<file path="src/core/ctd_defines.vh">
// Purpose: Constants for the control-transfer decode and timing block
// Assumes: Byte-wide instruction stream, flag inputs from the core
// Notes:   Timings are processor clocks, one clock per ref_clk_i edge
`ifndef CTD_DEFINES_VH
`define CTD_DEFINES_VH
// Opcodes
`define CTD_OP_JMP_NEAR     8'hE9
`define CTD_OP_JMP_SHORT    8'hEB
`define CTD_OP_JMP_FAR      8'hEA
`define CTD_OP_GROUP_FF     8'hFF
`define CTD_OP_RET_NEAR     8'hC3
`define CTD_OP_RET_NEAR_IMM 8'hC2
`define CTD_OP_RET_FAR      8'hCB
`define CTD_OP_RET_FAR_IMM  8'hCA
`define CTD_OP_JCC_HI       4'h7
`define CTD_OP_LOOP_NZ      8'hE0
`define CTD_OP_LOOP_Z       8'hE1
`define CTD_OP_LOOP         8'hE2
`define CTD_OP_JUMP_IF_COUNT_ZERO_OP      8'hE3
// Mode byte middle field values
`define CTD_MID_JMP_IND_NEAR 3'h4
`define CTD_MID_JMP_IND_FAR  3'h5
// Condition codes (low nibble of 0x7x)
`define CTD_CC_O   4'h0
`define CTD_CC_NO  4'h1
`define CTD_CC_B   4'h2
`define CTD_CC_AE  4'h3
`define CTD_CC_Z   4'h4
`define CTD_CC_NZ  4'h5
`define CTD_CC_BE  4'h6
`define CTD_CC_A   4'h7
`define CTD_CC_S   4'h8
`define CTD_CC_NS  4'h9
`define CTD_CC_PE  4'hA
`define CTD_CC_PO  4'hB
`define CTD_CC_L   4'hC
`define CTD_CC_GE  4'hD
`define CTD_CC_LE  4'hE
`define CTD_CC_G   4'hF
// Execution clocks
`define CTD_T_JMP_DIRECT   8'h07
`define CTD_T_JMP_IND_NEAR 8'h07
`define CTD_T_JMP_IND_FAR  8'h10
`define CTD_T_RET_NEAR     8'h08
`define CTD_T_RET_NEAR_IMM 8'h0C
`define CTD_T_RET_FAR      8'h12
`define CTD_T_RET_FAR_IMM  8'h11
`define CTD_T_JCC_TAKEN    8'h08
`define CTD_T_JCC_NOT      8'h04
`define CTD_T_LOOP_TAKEN   8'h0B
`define CTD_T_LOOP_NOT     8'h05
`define CTD_T_LOOPB_TAKEN  8'h11
`define CTD_T_LOOPB_NOT    8'h05
`define CTD_T_JUMP_IF_COUNT_ZERO_TAKEN   8'h09
`define CTD_T_JUMP_IF_COUNT_ZERO_NOT     8'h05
`define CTD_T_QUEUE_REFILL 8'h08
`endif

</file>
<file path="src/core/ctd_decode.v">
// Purpose: Decode control-transfer opcodes and pace their execution clocks
// Assumes: Bytes arrive one per valid beat from the fetch queue, flags stable
// Notes:   Summary of operation list follows; byte_ready_o stays low for the full count
//          Timings include the queue refill only for transfers that branch
// Summary of operation
// - FF with mode middle 100 is indirect near jump, 7 plus address time
// - FF with mode middle 101 is indirect far jump, 16 plus address time
// - C2 plus 16-bit immediate, low first: near return, add to stack, 12
// - CA plus 16-bit immediate, low first: far return, add to stack, 17
// - Conditional jumps take one displacement byte; 8 taken, 4 not taken
// - Not-zero true when zero flag clear; zero true when set
// - Below true when carry flag set
// - Below-or-equal true when carry or zero flag set
// - Above true only when carry and zero flags both clear
// - Above-or-equal true when carry flag clear
// - Signed ge when sign equals overflow; signed lt when they differ
// - Signed gt when sign equals overflow and zero clear; le is complement
// - Parity odd when parity flag clear; parity even when set
// - Above/below compare unsigned; greater/less compare signed
// - Loop while zero / not zero: 11 clocks taken, 5 fall through
// - Jump if count zero branches on zero count; 9 taken, 5 not
// - Every transfer that branches adds 8 clocks for refilling the instruction queue
`timescale 1ns/100ps
`include "ctd_defines.vh"
module ctd_decode (
    input  wire        ref_clk_i,
    input  wire        rst_i,
    input  wire        byte_valid_i,
    input  wire [7:0]  byte_i,
    input  wire [7:0]  ea_clocks_i,
    input  wire        zero_flag_i,
    input  wire        carry_flag_i,
    input  wire        sign_flag_i,
    input  wire        overflow_flag_i,
    input  wire        parity_flag_i,
    input  wire [15:0] count_register_i,
    output wire        byte_ready_o,
    output reg         done_o,
    output reg         taken_o,
    output reg  [3:0]  kind_o,
    output reg  [15:0] operand_lo_o,
    output reg  [15:0] operand_hi_o,
    output reg         sp_add_o,
    output reg         count_write_o,
    output reg  [15:0] count_next_o,
    output reg  [7:0]  clocks_o
);
    // The decoder walks three phases: it takes an opcode, gathers the
    // operand bytes that opcode calls for, then counts down the clocks
    // the transfer would occupy on the core before reporting it.
    // Bytes are refused for the whole countdown, so the fetch queue
    // simply holds its head byte until the decoder is ready again.
    // Flags, count and address time are read combinationally; the core
    // must hold them steady from the opcode until done_o is reported.
    // A new instruction may start on the edge right after done_o.
    // Unknown opcodes are reported as kind F after one clock so a
    // stray byte cannot stall the stream.

    // Transfer kinds reported on kind_o
    localparam K_NONE = 4'h0;
    localparam K_JMP_NEAR = 4'h1;
    localparam K_JMP_SHORT = 4'h2;
    localparam K_JMP_FAR = 4'h3;
    localparam K_JMP_IND_NEAR = 4'h4;
    localparam K_JMP_IND_FAR = 4'h5;
    localparam K_RET_NEAR = 4'h6;
    localparam K_RET_FAR = 4'h7;
    localparam K_JCC = 4'h8;
    localparam K_LOOP = 4'h9;
    localparam K_JUMP_IF_COUNT_ZERO = 4'hA;
    localparam K_ILLEGAL = 4'hF;
    // Codes 4'hB to 4'hE stay free for call and interrupt forms later

    // Decoder states
    localparam S_OPC = 3'h0;
    localparam S_OPER = 3'h1;
    localparam S_EXEC = 3'h2;

    // Working state
    // opcode    - first byte of the running instruction
    // need, got - operand bytes expected and collected so far
    // oper      - operand bytes packed low byte first
    // remain    - clocks still to run; zero means load on next edge
    // cond, br  - flag test for 0x7x and the final branch decision
    // exec_clk  - total clocks charged, refill included when branching
    // cnt_dec   - count register less one, used by the loop forms
    reg [2:0]  state;
    reg [7:0]  opcode;
    reg [2:0]  need;
    reg [2:0]  got;
    reg [31:0] oper;
    reg [7:0]  remain;
    reg        cond;
    reg [7:0]  exec_clk;
    reg        br;
    reg [3:0]  kind;
    reg [2:0]  next_need;
    reg [15:0] cnt_dec;

    // Combinational ready lets the queue offer the next opcode the
    // very cycle after done_o, with no idle beat between transfers.
    // Take bytes only while decoding
    assign byte_ready_o = (state != S_EXEC);

    // Even codes test a flag or flag combination as set and the odd
    // code above each one is its exact complement. Above and below
    // read carry and zero, so they order unsigned operands; greater
    // and less read sign against overflow, so they order signed ones.

    // Flag condition for the 0x7x family
    always @* begin
        case (opcode[3:0])
            `CTD_CC_O:  cond = overflow_flag_i;
            `CTD_CC_NO: cond = ~overflow_flag_i;
            `CTD_CC_B:  cond = carry_flag_i;
            `CTD_CC_AE: cond = ~carry_flag_i;
            `CTD_CC_Z:  cond = zero_flag_i;
            `CTD_CC_NZ: cond = ~zero_flag_i;
            `CTD_CC_BE: cond = carry_flag_i | zero_flag_i;
            `CTD_CC_A:  cond = ~(carry_flag_i | zero_flag_i);
            `CTD_CC_S:  cond = sign_flag_i;
            `CTD_CC_NS: cond = ~sign_flag_i;
            `CTD_CC_PE: cond = parity_flag_i;
            `CTD_CC_PO: cond = ~parity_flag_i;
            `CTD_CC_L:  cond = sign_flag_i ^ overflow_flag_i;
            `CTD_CC_GE: cond = ~(sign_flag_i ^ overflow_flag_i);
            `CTD_CC_LE: cond = (sign_flag_i ^ overflow_flag_i) | zero_flag_i;
            default:    cond = ~((sign_flag_i ^ overflow_flag_i) | zero_flag_i);
        endcase
    end

    // Decoded straight from byte_i so need is ready on the same edge
    // that captures the opcode. Mode bytes of the FF group are counted
    // as one operand; displacement bytes of memory forms are not taken
    // here, their cost arrives as ea_clocks_i instead.

    // Operand bytes expected after each opcode
    always @* begin
        case (byte_i)
            `CTD_OP_JMP_NEAR:     next_need = 3'h2;
            `CTD_OP_JMP_SHORT:    next_need = 3'h1;
            `CTD_OP_JMP_FAR:      next_need = 3'h4;
            `CTD_OP_GROUP_FF:     next_need = 3'h1;
            `CTD_OP_RET_NEAR_IMM: next_need = 3'h2;
            `CTD_OP_RET_FAR_IMM:  next_need = 3'h2;
            `CTD_OP_LOOP_NZ,
            `CTD_OP_LOOP_Z,
            `CTD_OP_LOOP,
            `CTD_OP_JUMP_IF_COUNT_ZERO_OP:      next_need = 3'h1;
            default:              next_need = (byte_i[7:4] == `CTD_OP_JCC_HI) ? 3'h1 : 3'h0;
        endcase
    end

    // Runs on the captured opcode and operands, so the result is ready
    // on the edge after the last byte. The loop forms test the count as
    // it will be after the decrement, which is why a count of one
    // falls through. The count-zero jump tests the count before any
    // change, since it never decrements.
    // Limitation: exec_clk is eight bits, so an address time above
    // 231 clocks on the indirect far form wraps the total.

    // Classify the completed instruction and pick its clock count
    always @* begin
        cnt_dec = count_register_i - 16'h0001;
        br = 1'b0;
        kind = K_ILLEGAL;
        exec_clk = 8'h01;
        case (opcode)
            `CTD_OP_JMP_NEAR: begin
                kind = K_JMP_NEAR;
                br = 1'b1;
                exec_clk = `CTD_T_JMP_DIRECT;
            end
            `CTD_OP_JMP_SHORT: begin
                // One displacement byte, sign extension is left to the core
                kind = K_JMP_SHORT;
                br = 1'b1;
                exec_clk = `CTD_T_JMP_DIRECT;
            end
            `CTD_OP_JMP_FAR: begin
                // Offset lands in operand_lo_o and segment in operand_hi_o
                kind = K_JMP_FAR;
                br = 1'b1;
                exec_clk = `CTD_T_JMP_DIRECT;
            end
            // Other middle fields of the FF group are calls, pushes and
            // counts; they stay kind F here and run one clock
            `CTD_OP_GROUP_FF: begin
                if (oper[5:3] == `CTD_MID_JMP_IND_NEAR) begin
                    kind = K_JMP_IND_NEAR;
                    br = 1'b1;
                    exec_clk = `CTD_T_JMP_IND_NEAR + ea_clocks_i;
                end else if (oper[5:3] == `CTD_MID_JMP_IND_FAR) begin
                    kind = K_JMP_IND_FAR;
                    br = 1'b1;
                    exec_clk = `CTD_T_JMP_IND_FAR + ea_clocks_i;
                end
            end
            `CTD_OP_RET_NEAR: begin
                kind = K_RET_NEAR;
                br = 1'b1;
                exec_clk = `CTD_T_RET_NEAR;
            end
            `CTD_OP_RET_NEAR_IMM: begin
                // The immediate leaves on operand_lo_o with sp_add_o set
                kind = K_RET_NEAR;
                br = 1'b1;
                exec_clk = `CTD_T_RET_NEAR_IMM;
            end
            `CTD_OP_RET_FAR: begin
                kind = K_RET_FAR;
                br = 1'b1;
                exec_clk = `CTD_T_RET_FAR;
            end
            `CTD_OP_RET_FAR_IMM: begin
                kind = K_RET_FAR;
                br = 1'b1;
                exec_clk = `CTD_T_RET_FAR_IMM;
            end
            `CTD_OP_LOOP_NZ,
            `CTD_OP_LOOP_Z: begin
                // Bit 0 of the opcode gives the zero flag sense to match;
                // the branch also needs a count that stays nonzero
                kind = K_LOOP;
                br = (cnt_dec != 16'h0000) &
                     (zero_flag_i == opcode[0]);
                exec_clk = br ? `CTD_T_LOOP_TAKEN : `CTD_T_LOOP_NOT;
            end
            `CTD_OP_LOOP: begin
                // Plain loop ignores the flags and branches on count alone
                kind = K_LOOP;
                br = (cnt_dec != 16'h0000);
                exec_clk = br ? `CTD_T_LOOPB_TAKEN : `CTD_T_LOOPB_NOT;
            end
            `CTD_OP_JUMP_IF_COUNT_ZERO_OP: begin
                // Count is read but never written by this form
                kind = K_JUMP_IF_COUNT_ZERO;
                br = (count_register_i == 16'h0000);
                exec_clk = br ? `CTD_T_JUMP_IF_COUNT_ZERO_TAKEN : `CTD_T_JUMP_IF_COUNT_ZERO_NOT;
            end
            default: begin
                if (opcode[7:4] == `CTD_OP_JCC_HI) begin
                    kind = K_JCC;
                    br = cond;
                    exec_clk = cond ? `CTD_T_JCC_TAKEN : `CTD_T_JCC_NOT;
                end
            end
        endcase
        // Queue refill is charged only when control actually moves;
        // a jump that falls through keeps the prefetched bytes
        if (br)
            exec_clk = exec_clk + `CTD_T_QUEUE_REFILL;
    end

    // Every registered output is cleared by reset so the core never sees
    // a stale kind or clock count. done_o and count_write_o are pulses:
    // they drop on every edge unless the final countdown edge sets them.
    // The other outputs stand until the next done_o, except clocks_o, which changes when the countdown loads.

    // Byte collection, execution pacing and result reporting
    always @(posedge ref_clk_i) begin
        if (rst_i) begin
            // Back to waiting for an opcode with every output cleared
            state <= S_OPC;
            opcode <= 8'h00;
            need <= 3'h0;
            got <= 3'h0;
            oper <= 32'h0000_0000;
            remain <= 8'h00;
            done_o <= 1'b0;
            taken_o <= 1'b0;
            kind_o <= K_NONE;
            operand_lo_o <= 16'h0000;
            operand_hi_o <= 16'h0000;
            sp_add_o <= 1'b0;
            count_write_o <= 1'b0;
            count_next_o <= 16'h0000;
            clocks_o <= 8'h00;
        end else begin
            done_o <= 1'b0;
            count_write_o <= 1'b0;
            case (state)
                S_OPC: begin
                    // A zero-operand opcode goes straight to the countdown
                    if (byte_valid_i) begin
                        opcode <= byte_i;
                        need <= next_need;
                        got <= 3'h0;
                        oper <= 32'h0000_0000;
                        state <= (next_need == 3'h0) ? S_EXEC : S_OPER;
                        remain <= 8'h00;
                    end
                end
                S_OPER: begin
                    // Each byte lands at its own lane; the last one ends
                    // collection and the countdown loads on the next edge
                    if (byte_valid_i) begin
                        // Operands arrive low byte first
                        case (got)
                            3'h0: oper[7:0] <= byte_i;
                            3'h1: oper[15:8] <= byte_i;
                            3'h2: oper[23:16] <= byte_i;
                            default: oper[31:24] <= byte_i;
                        endcase
                        got <= got + 3'h1;
                        if (got + 3'h1 == need)
                            state <= S_EXEC;
                    end
                end
                S_EXEC: begin
                    // Load the count, run it down to one, then report; the
                    // transfer therefore occupies clocks plus one cycles
                    if (remain == 8'h00) begin
                        remain <= exec_clk;
                        clocks_o <= exec_clk;
                    end else if (remain == 8'h01) begin
                        // Final edge: publish the result and take bytes again
                        state <= S_OPC;
                        remain <= 8'h00;
                        done_o <= 1'b1;
                        taken_o <= br;
                        kind_o <= kind;
                        operand_lo_o <= oper[15:0];
                        operand_hi_o <= oper[31:16];
                        sp_add_o <= (opcode == `CTD_OP_RET_NEAR_IMM) |
                                    (opcode == `CTD_OP_RET_FAR_IMM);
                        if (kind == K_LOOP) begin
                            count_write_o <= 1'b1;
                            count_next_o <= cnt_dec;
                        end
                    end else begin
                        remain <= remain - 8'h01;
                    end
                end
                // Unused state codes fall back to waiting for an opcode
                default: state <= S_OPC;
            endcase
        end
    end

    // Nothing here drives the stack pointer or count register itself;
    // the core applies operand_lo_o and count_next_o when told to.
endmodule // ctd_decode

</file>
<file path="config.mk">
export PLATFORM = sky130hd
export DESIGN_NAME = ctd_decode
export DESIGN_NICKNAME = d
export VERILOG_FILES = /design/src/core/ctd_decode.v
export VERILOG_INCLUDE_DIRS = /design/src /design/src/core
export SDC_FILE = /design/constraint.sdc
export NUM_CORES = 1
export LEC_CHECK = 0
export BUFFER_PORTS_ARGS = -buffer_cell sky130_fd_sc_hd__buf_2
export CORE_MARGIN = 3
export CORE_UTILIZATION = 40
export CTS_CLUSTER_DIAMETER = 50
export DETAILED_ROUTE_END_ITERATION = 10
export MAX_ROUTING_LAYER = met4
export RECOVER_POWER = 100
export SYNTH_ARGS = -nofsm -noshare
export SYNTH_HDL_FRONTEND = slang
export SYNTH_SLANG_ARGS = --single-unit
</file>
<file path="constraint.sdc">
create_clock -name ref_clk_i -period 2.8 [get_ports ref_clk_i]
set_input_delay 0 -clock ref_clk_i [delete_from_list [all_inputs] [get_ports ref_clk_i]]
set_output_delay 0 -clock ref_clk_i [all_outputs]
set_load 0.02 [all_outputs]
</file>
== Word-level counts from Yosys, hierarchy flattened ==
Cells that the tools add are included.
Word-level totals
  register bits after elaboration: 121
  bits of input ports: 40
  output and inout bits: 65
  word-level logic and storage cells: 172
Operators by class
  $add $sub $neg: 6
  eq/ne operators: 58
  mux-type cells: 43
  bitwise gates (word level): 16
  reductions and logical operators: 31
Operators by type and width (number)
  $eq A8 B8 Y1 const B: 22
  $mux W8: 10
  $pmux W8 S9: 1
  $mux W32: 2
  $pmux W32 S2: 1
  $eq A4 B4 Y1 const B: 8
  $pmux W4 S8: 1
  $eq A4 B3 Y1 const B: 6
  $mux W3: 8
  $mux W4: 6
  $reduce_and A4 Y1: 5
  $pmux W3 S3: 2
  $logic_not A16 Y1: 1
  $pmux W8 S2: 1
  $reduce_bool A16 Y1: 1
  $sub A16 B1 Y16 const B: 1
  $pmux W1 S15: 1
  $reduce_or A3 Y1: 5
  $ne A2 B2 Y1 const B: 6
  $not A1 Y1: 11
  $logic_not A3 Y1: 3
  $add A3 B8 Y8 const A: 1
  $add A5 B8 Y8 const A: 1
  $add A8 B4 Y8 const B: 1
  other kinds (30): 49

== Logic depth before layout (Yosys ltp) ==
Gate-level depths: netlist of run 1.
  word-level depth: 11
  depth in mapped cells: 10
  depth with buffers taken out: 9

== Worst setup path before layout of run 1 ==
No wires, ideal clock.
  path kind: register -> register
  from: register remain[0]
  to: register count_next_o[10]
  setup time: 0.146 ns
  arrival time: 2.219 ns
  required time: 2.654 ns
  slack: 0.435 ns
  stages on the path, launching flop included: 10
  path buffers: 1
  clock period less this slack: 2.365 ns
  cell sequence: dfxtp_1 > inv_1 > ha_1 > nor4b_1 > nand3_2 > a311oi_2 > o211ai_1 > nor3_4 > buf_2 > a211oi_2
Between the ends
  longest elaborated chain between the ends: 3
  elaborated cells between the ends (all ways): 4
  those cells by class: eq/ne (1); bitwise (1); reduce/logical (2)
Ends and longest elaborated chain
  from (decl): line ctd_decode.v:92  | reg [7:0] remain;
  from (signal assigned): line ctd_decode.v:314  | remain <= exec_clk;
  from (signal assigned): line ctd_decode.v:332  | remain <= remain - 8'h01;
  $logic_not A8 Y1: line ctd_decode.v:313  | if (remain == 8'h00) begin
  $not A1 Y1 (no line)
  $reduce_and A4 Y1 (no line) (*)
  to (signal assigned): line ctd_decode.v:329  | count_next_o <= cnt_dec;
  to (decl): line ctd_decode.v:45  | output reg [15:0] count_next_o,
Every way passes the cells marked *; elsewhere a longest branch is shown, timed or not.
A chain may end at the register's enable or synchronous reset.

== Worst setup path after layout of run 1 ==
  from: register opcode[0]
  to: register remain[5]
Between the ends
  longest elaborated chain between the ends: 9
  elaborated cells between the ends (all ways): 43
  those cells by class: add/sub (1); eq/ne (27); mux (10); bitwise (1); reduce/logical (4)
Ends and longest elaborated chain
  from (decl): line ctd_decode.v:88  | reg [7:0] opcode;
  from (signal assigned): line ctd_decode.v:286  | opcode <= byte_i;
  $eq A4 B4 Y1, or another cell as far along: line ctd_decode.v:112  | case (opcode[3:0])
  $pmux W1 S15: line ctd_decode.v:112
  $mux W4 (no line)
  $mux W4: line ctd_decode.v:242  | if (opcode[7:4] == `CTD_OP_JCC_HI) begin
  $pmux W8 S9: line ctd_decode.v:168  | case (opcode)
  $add A8 B4 Y8 (no line)
  $mux W8 (*): line ctd_decode.v:251  | if (br)
  $mux W8 (*): line ctd_decode.v:313
  $pmux W8 S2 (*): line ctd_decode.v:282  | case (state)
Marks and branches as above.

==> reports/summary.txt, run 1 <==
Synth Register Bits: 120
Clock buffer depth: 2
Hold endpoint: count_next_o[1]
Drt pass-1 iters: 5
Worst hold start: count_register_i[1]
FP Rows: 44
Combinational fraction of design power: 0.209
HP Class: input port to flip-flop
Main synth FF type: dfxtp_1
Routed Antenna Nets: 0
Grt ovf: 0
CTS H-tree depth: 4
Worst setup EP type: flip-flop
Initial antenna violation count: 0
Final Slew Violations: 0
Drt wl/cell: 15.9 µm
Vias in the first global route: 5,379
Clock skew: 0.00849 ns
# nets final: 900
Avg Inst Size Synth: 8.25 µm²
Core ar.: 0.0146 mm²
P_int: 3.69 mW
FF/Latch Area: 0.00240 mm²
Multi-input gate area: 0.00338 mm²
Max Freq: 387 MHz
Filler cell count: 1,454
Sw Pwr: 1.59 mW
Register area share after synthesis: 0.397
Critical path required time: 3.08 ns
Reg-to-Reg End: remain[5]
Final Hold Viols: 0
Post-synthesis compound-gate area fraction: 0.183
Synth Area in Simple Gates: 0.256
Number of I/O pins: 105
Total CTS buffers: 17
Area leader, netlist: dfxtp_1
Max_slew headroom: 0.426
Worst-case reg-to-reg path depth: 8
GP Congestion: 0.933
Detailed-route via count: 5,630
Final setup violating endpoints: 0
Crit path cell chain: nand4_1, nor4_1, buf_4, o21ai_0, nand3_2, o21ai_0, xor2_1, o22ai_1
DRC: 0
Routed wire length: 16,700 µm
Clock-pin slew on the worst setup and hold paths: 0.06 ns
Worst path slowest cell: nor4_1
Multiplexer share of the synthesized area: 0.0598
Synth top area share: 0.397
Switching Fraction: 0.302
Die Area: 0.0166 mm²
Synth Area in XOR/XNOR: 0.0420
Total power: 5.28 mW
Gr usage total: 0.208
Die width: 129 µm
Vias per cell: 5.38
Largest family of logic cells by synthesized area: simple AND/OR/NAND/NOR gates
Worst slew pin tran: 0.857 ns
Max Cap Viol: 0
Critical Path Start Type: flip-flop
Worst R2R Start: opcode[0]
Worst VDD drop: 0.501 mV
Clock Latency Late Sink: 0.42 ns
First-pass GRT wire length: 26,700 µm
Starting DRT DRC Count: 260
Final hold slack: 0.0151 ns
Synth Warn #: 0
Data arrival time of the worst path: 2.86 ns
Static Leak: 2.77 nW
DP Wirelength: 12,200 µm
Seq pwr share: 0.359
Clk pwr share: 0.432
Die Y: 129 µm
Largest net degree at the start of global routing: 51
Top area cells in the synthesized netlist: dfxtp_1, nand2_1, nor2_1, mux2i_1, a21oi_1
Cells after Synth: 733
Initial Util: 0.413
Cell mode on critical path: o21ai_0
Synth async-reset ratio: 0
Area growth syn-to-layout: 22.9%
Worst path max stage delay: 0.65 ns
R2R Setup Slk: 0.21 ns
CTS Sinks: 120
RSZ-0062 raised after global routing: false
N_diodes: 0
Worst Path Max Fanout: 9
Share of cells above drive strength 1: 0.139
Post-synth net total: 783
Cell at the root of the clock tree: clkbuf_16
EDFF count, synth: 0
Outcome: complete, no violations
PwrDens: 710 mW/mm²
TritonCTS clock tree: yes
Total negative slack: 0 ns
Final min period: 2.59 ns
Fin crit share: 0.924
Number of port buffers: 104
Setup crit start: opcode[0]
Synth unique cells: 73
Setup bufs post-CTS: 0
Critical path class: flip-flop to flip-flop
Hold-critical path depth: 4
Adder-Cell Fraction of Synth Area: 0.0223
Synthesized cell area: 0.00605 mm²
==> power by group through the flow <==
stage / sequential (mW) / clock, mW / combinational [mW]
floorplan: 1.91 / 0 / 0.745
global placement: 1.92 / 0 / 1.07
detailed placement: 1.93 / 0 / 1.09
CTS: 1.89 / 2.32 / 1.11
global route: 1.91 / 2.40 / 1.22
finish: 1.89 / 2.28 / 1.10
==> state kept, by name (all words and copies together) (netlist names), 4 cells and up <==
name,count
remain,8
count_next_o,16
operand_hi_o,16
kind_o,4
clocks_o,8
operand_lo_o,16
opcode,8
oper,32
==> stage by stage <==
stage / setup WS (ns) / cell area [µm²] / util / std cells
floorplan: 0.435 / 6050 / - / 733
detailed placement: 0.250 / 6810 / 0.465 / 1003
CTS: 0.236 / 7550 / 0.515 / 1047
global placement: 0.322 / 6810 / 0.465 / 1003
finish: 0.213 / 7430 / 0.508 / 1047
global route: 0.0625 / 7430 / 0.508 / 1047
==> how the worst max path moves through the flow <==
| stage | end | slack (ns) | cells past startpoint |
|---|---|---|---|
| finish | remain[5] | 0.21 | 8 |
| global route | count_next_o[3] | 0.06 | 10 |
| CTS | count_next_o[12] | 0.24 | 10 |
| detailed placement | count_next_o[12] | 0.25 | 10 |
| global placement | count_next_o[12] | 0.32 | 10 |
| floorplan | count_next_o[10] | 0.43 | 9 |
==> final cells by class <==
class	instances	area share
Clock inverter	12	0.0221
Multi-Input combinational cell	555	0.455
Timing Repair Buffer	137	0.0973
Inverter	19	0.00960
Tap cell	184	0.0310
Clock buffer	20	0.0614
Sequential cell	120	0.323
==> worst max-delay path: cells and delay by family (launching register included) <==
kind                   cells  cell delay [ns]
buffers and inverters      1             0.27
XOR/XNOR                   1             0.26
AND/OR/NAND/NOR            3             1.03
AO/OA/AOI/OAI              3             0.40
flip-flops                 1             0.48
==> timing repair <==
item | 4_1_cts | 5_1_grt
hold buffers | 12 | 0
gates resized for setup | 0 | 1
endpoints found under the setup margin | 0 | 1
hold endpoints to repair | 12 | 0
==> logic make-up after synthesis <==
logic type | after synthesis
buf+inv | 58
simple gates | 318
mux | 36
xor+xnor | 29
compound gates | 161
flops | 120
fa+ha+maj | 11
==> cells in the mapped netlist, types with 11 or more instances <==
cell	number
o21ai_0	18
nand2_1	112
dfxtp_1	120
a211oi_2	15
mux2i_1	35
nor3_1	19
a21oi_1	66
clkbuf_1	27
nand3_1	11
inv_1	18
xnor2_1	17
nor2_1	94
xor2_1	12
==> placed cells by master, fill, tap and decap left out, drive strengths merged, types with 21 or more instances in the layout <==
cell type  count
mux2i         35
o21ai         21
buf           57
nor2          94
clkbuf        88
dfxtp        120
nor3          21
nand2        112
inv           21
a21oi         66
==> metal layers <==
layer | global-route usage | vias up | share of wire | routed length, µm
li1 | - | 2812 | - | -
met5 | - | - | 0 | 0
met4 | 0.0871 | 0 | 0.024 | 399
met1 | 0.249 | 2637 | 0.45 | 7500
met2 | 0.341 | 153 | 0.48 | 8070
met3 | 0.0428 | 28 | 0.044 | 732
Power figures use the tool's default switching activity.
==> run 2, diff against run 1 <==
HOLD_SLACK_MARGIN = 0.05   (was not set)
==> reports/summary.txt, run 2 (synthesis gave the netlist of run 1 again) <==
Outcome: complete, no violations
HP Class: input port to flip-flop
RSZ-0062 raised after global routing: false
FP Rows: 44
Vias in the first global route: 5,465
Worst-case reg-to-reg path depth: 8
Core ar.: 0.0146 mm²
Initial Util: 0.413
Worst VDD drop: 0.500 mV
Worst path slowest cell: dlygate4sd3_1
Drt wl/cell: 16.1 µm
Routed Antenna Nets: 0
Number of port buffers: 104
Biggest register: oper
Crit path cell chain: dlygate4sd3_1, clkbuf_1, inv_1, ha_1, or2_2, a211o_1, and2_0, o31ai_2, a221o_1, a21oi_1
Static Leak: 2.82 nW
Clock buffer depth: 2
Clock-pin slew on the worst setup and hold paths: 0.06 ns
Most frequent cells in the layout: dfxtp_1, nand2_1, nor2_1
Worst R2R Start: opcode[2]
Number of I/O pins: 105
Die Area: 0.0166 mm²
GP Congestion: 0.933
Filler cell count: 1,441
CTS Sinks: 120
Critical Path Start Type: input port
Commonest non-fill, non-tap cell in the layout: dfxtp_1
DP Wirelength: 12,200 µm
Largest net degree at the start of global routing: 51
PwrDens: 702 mW/mm²
Hold-critical path depth: 4
Die Y: 129 µm
Data arrival time of the worst path: 2.86 ns
Final Util: 0.515
First-pass GRT wire length: 27,100 µm
Clock skew: 0.0118 ns
Share of cells above drive strength 1: 0.135
Final min period: 2.59 ns
Max reg flops: 32
Worst path max stage delay: 0.54 ns
Final Hold Viols: 0
Cell at the root of the clock tree: clkbuf_16
Vias per cell: 5.37
Detailed-route via count: 5,689
Clock Latency Late Sink: 0.42 ns
Gr usage total: 0.211
Final Slew Violations: 0
Initial antenna violation count: 0
FF/Latch Area: 0.00240 mm²
Max_slew headroom: 0.431
# nets final: 912
Total negative slack: 0 ns
Critical path class: input port to flip-flop
Die width: 129 µm
Drt pass-1 iters: 8
Worst slew pin tran: 0.850 ns
Max Cap Viol: 0
Max Freq: 386 MHz
Grt ovf: 0
TritonCTS clock tree: yes
Worst Path Max Fanout: 7
Fin crit share: 0.925
Worst hold start: byte_valid_i
Area growth syn-to-layout: 24.7%
Worst setup EP type: flip-flop
Routed wire length: 17,000 µm
N_diodes: 0
DRC: 0
Final setup violating endpoints: 0
Multi-input gate area: 0.00337 mm²
Total CTS buffers: 17
Critical path required time: 3.07 ns
Starting DRT DRC Count: 311
CTS H-tree depth: 4
Setup crit start: count_register_i[0]
==> run 2: cell count changes in the layout (fill, tap and decap cells not counted), sizes merged <==
| cell | previous run | this run |
|---|---|---|
| dlygate4sd3 | 12 | 24 |
==> run 2: layout make-up <==
cell class / count / area share
clock inverter: 12 / 0.0217
clock buffer: 20 / 0.0606
sequential: 120 / 0.319
tap: 184 / 0.0305
inverter: 19 / 0.00946
timing repair buffer: 149 / 0.112
multi-input combinational: 555 / 0.447
==> run 2: report_power, final <==
group	total [mW]	internal [mW]	switching, mW
clock network	2.28	1.46	0.826
registers	1.89	1.79	0.103
logic	1.12	0.448	0.670
total	5.29	3.70	1.60
==> run 2: critical path, delay by kind of cell <==
family / cells / cell delay, ns
adder cells (fa/ha/maj): 1 / 0.30
AND/OR/NAND/NOR: 2 / 0.57
buffers and inverters: 3 / 0.86
AO/OA/AOI/OAI: 4 / 1.12
==> run 2: path summary, 6_finish.rpt <==
check / to / slack, ns
setup / recovery: clocks_o[1] / 0.21
hold reg to reg: clocks_o[6] / 0.45
hold / removal: got[1] / 0.07
setup reg to reg: clocks_o[5] / 0.21
==> run 2: through the flow <==
step                      cells  hold WS, ns  cell area (µm²)  worst slack, ns  power [mW]
after floorplan             733       0.0924             6050            0.435        2.65
after global placement     1003        0.285             6810            0.322        2.99
after detailed placement   1003        0.288             6810            0.250        3.02
after CTS                  1059       0.0576             7670            0.236        5.33
after global routing       1059       0.0880             7540           0.0548        5.54
final                      1059       0.0713             7540            0.209        5.29
==> run 2: timing repair <==
item / in CTS / in global routing
resized for setup: 0 / 1
endpoints found under the hold margin: 24 / 0
buffers inserted: 0 / 0
setup endpoints to repair: 0 / 1
hold buffers: 24 / 0
==> run 2: routing by layer <==
metal | GRT usage | wire length [µm]
met5 | - | 0
met4 | 0.0871 | 419
met3 | 0.0428 | 780
met2 | 0.348 | 8320
met1 | 0.251 | 7520
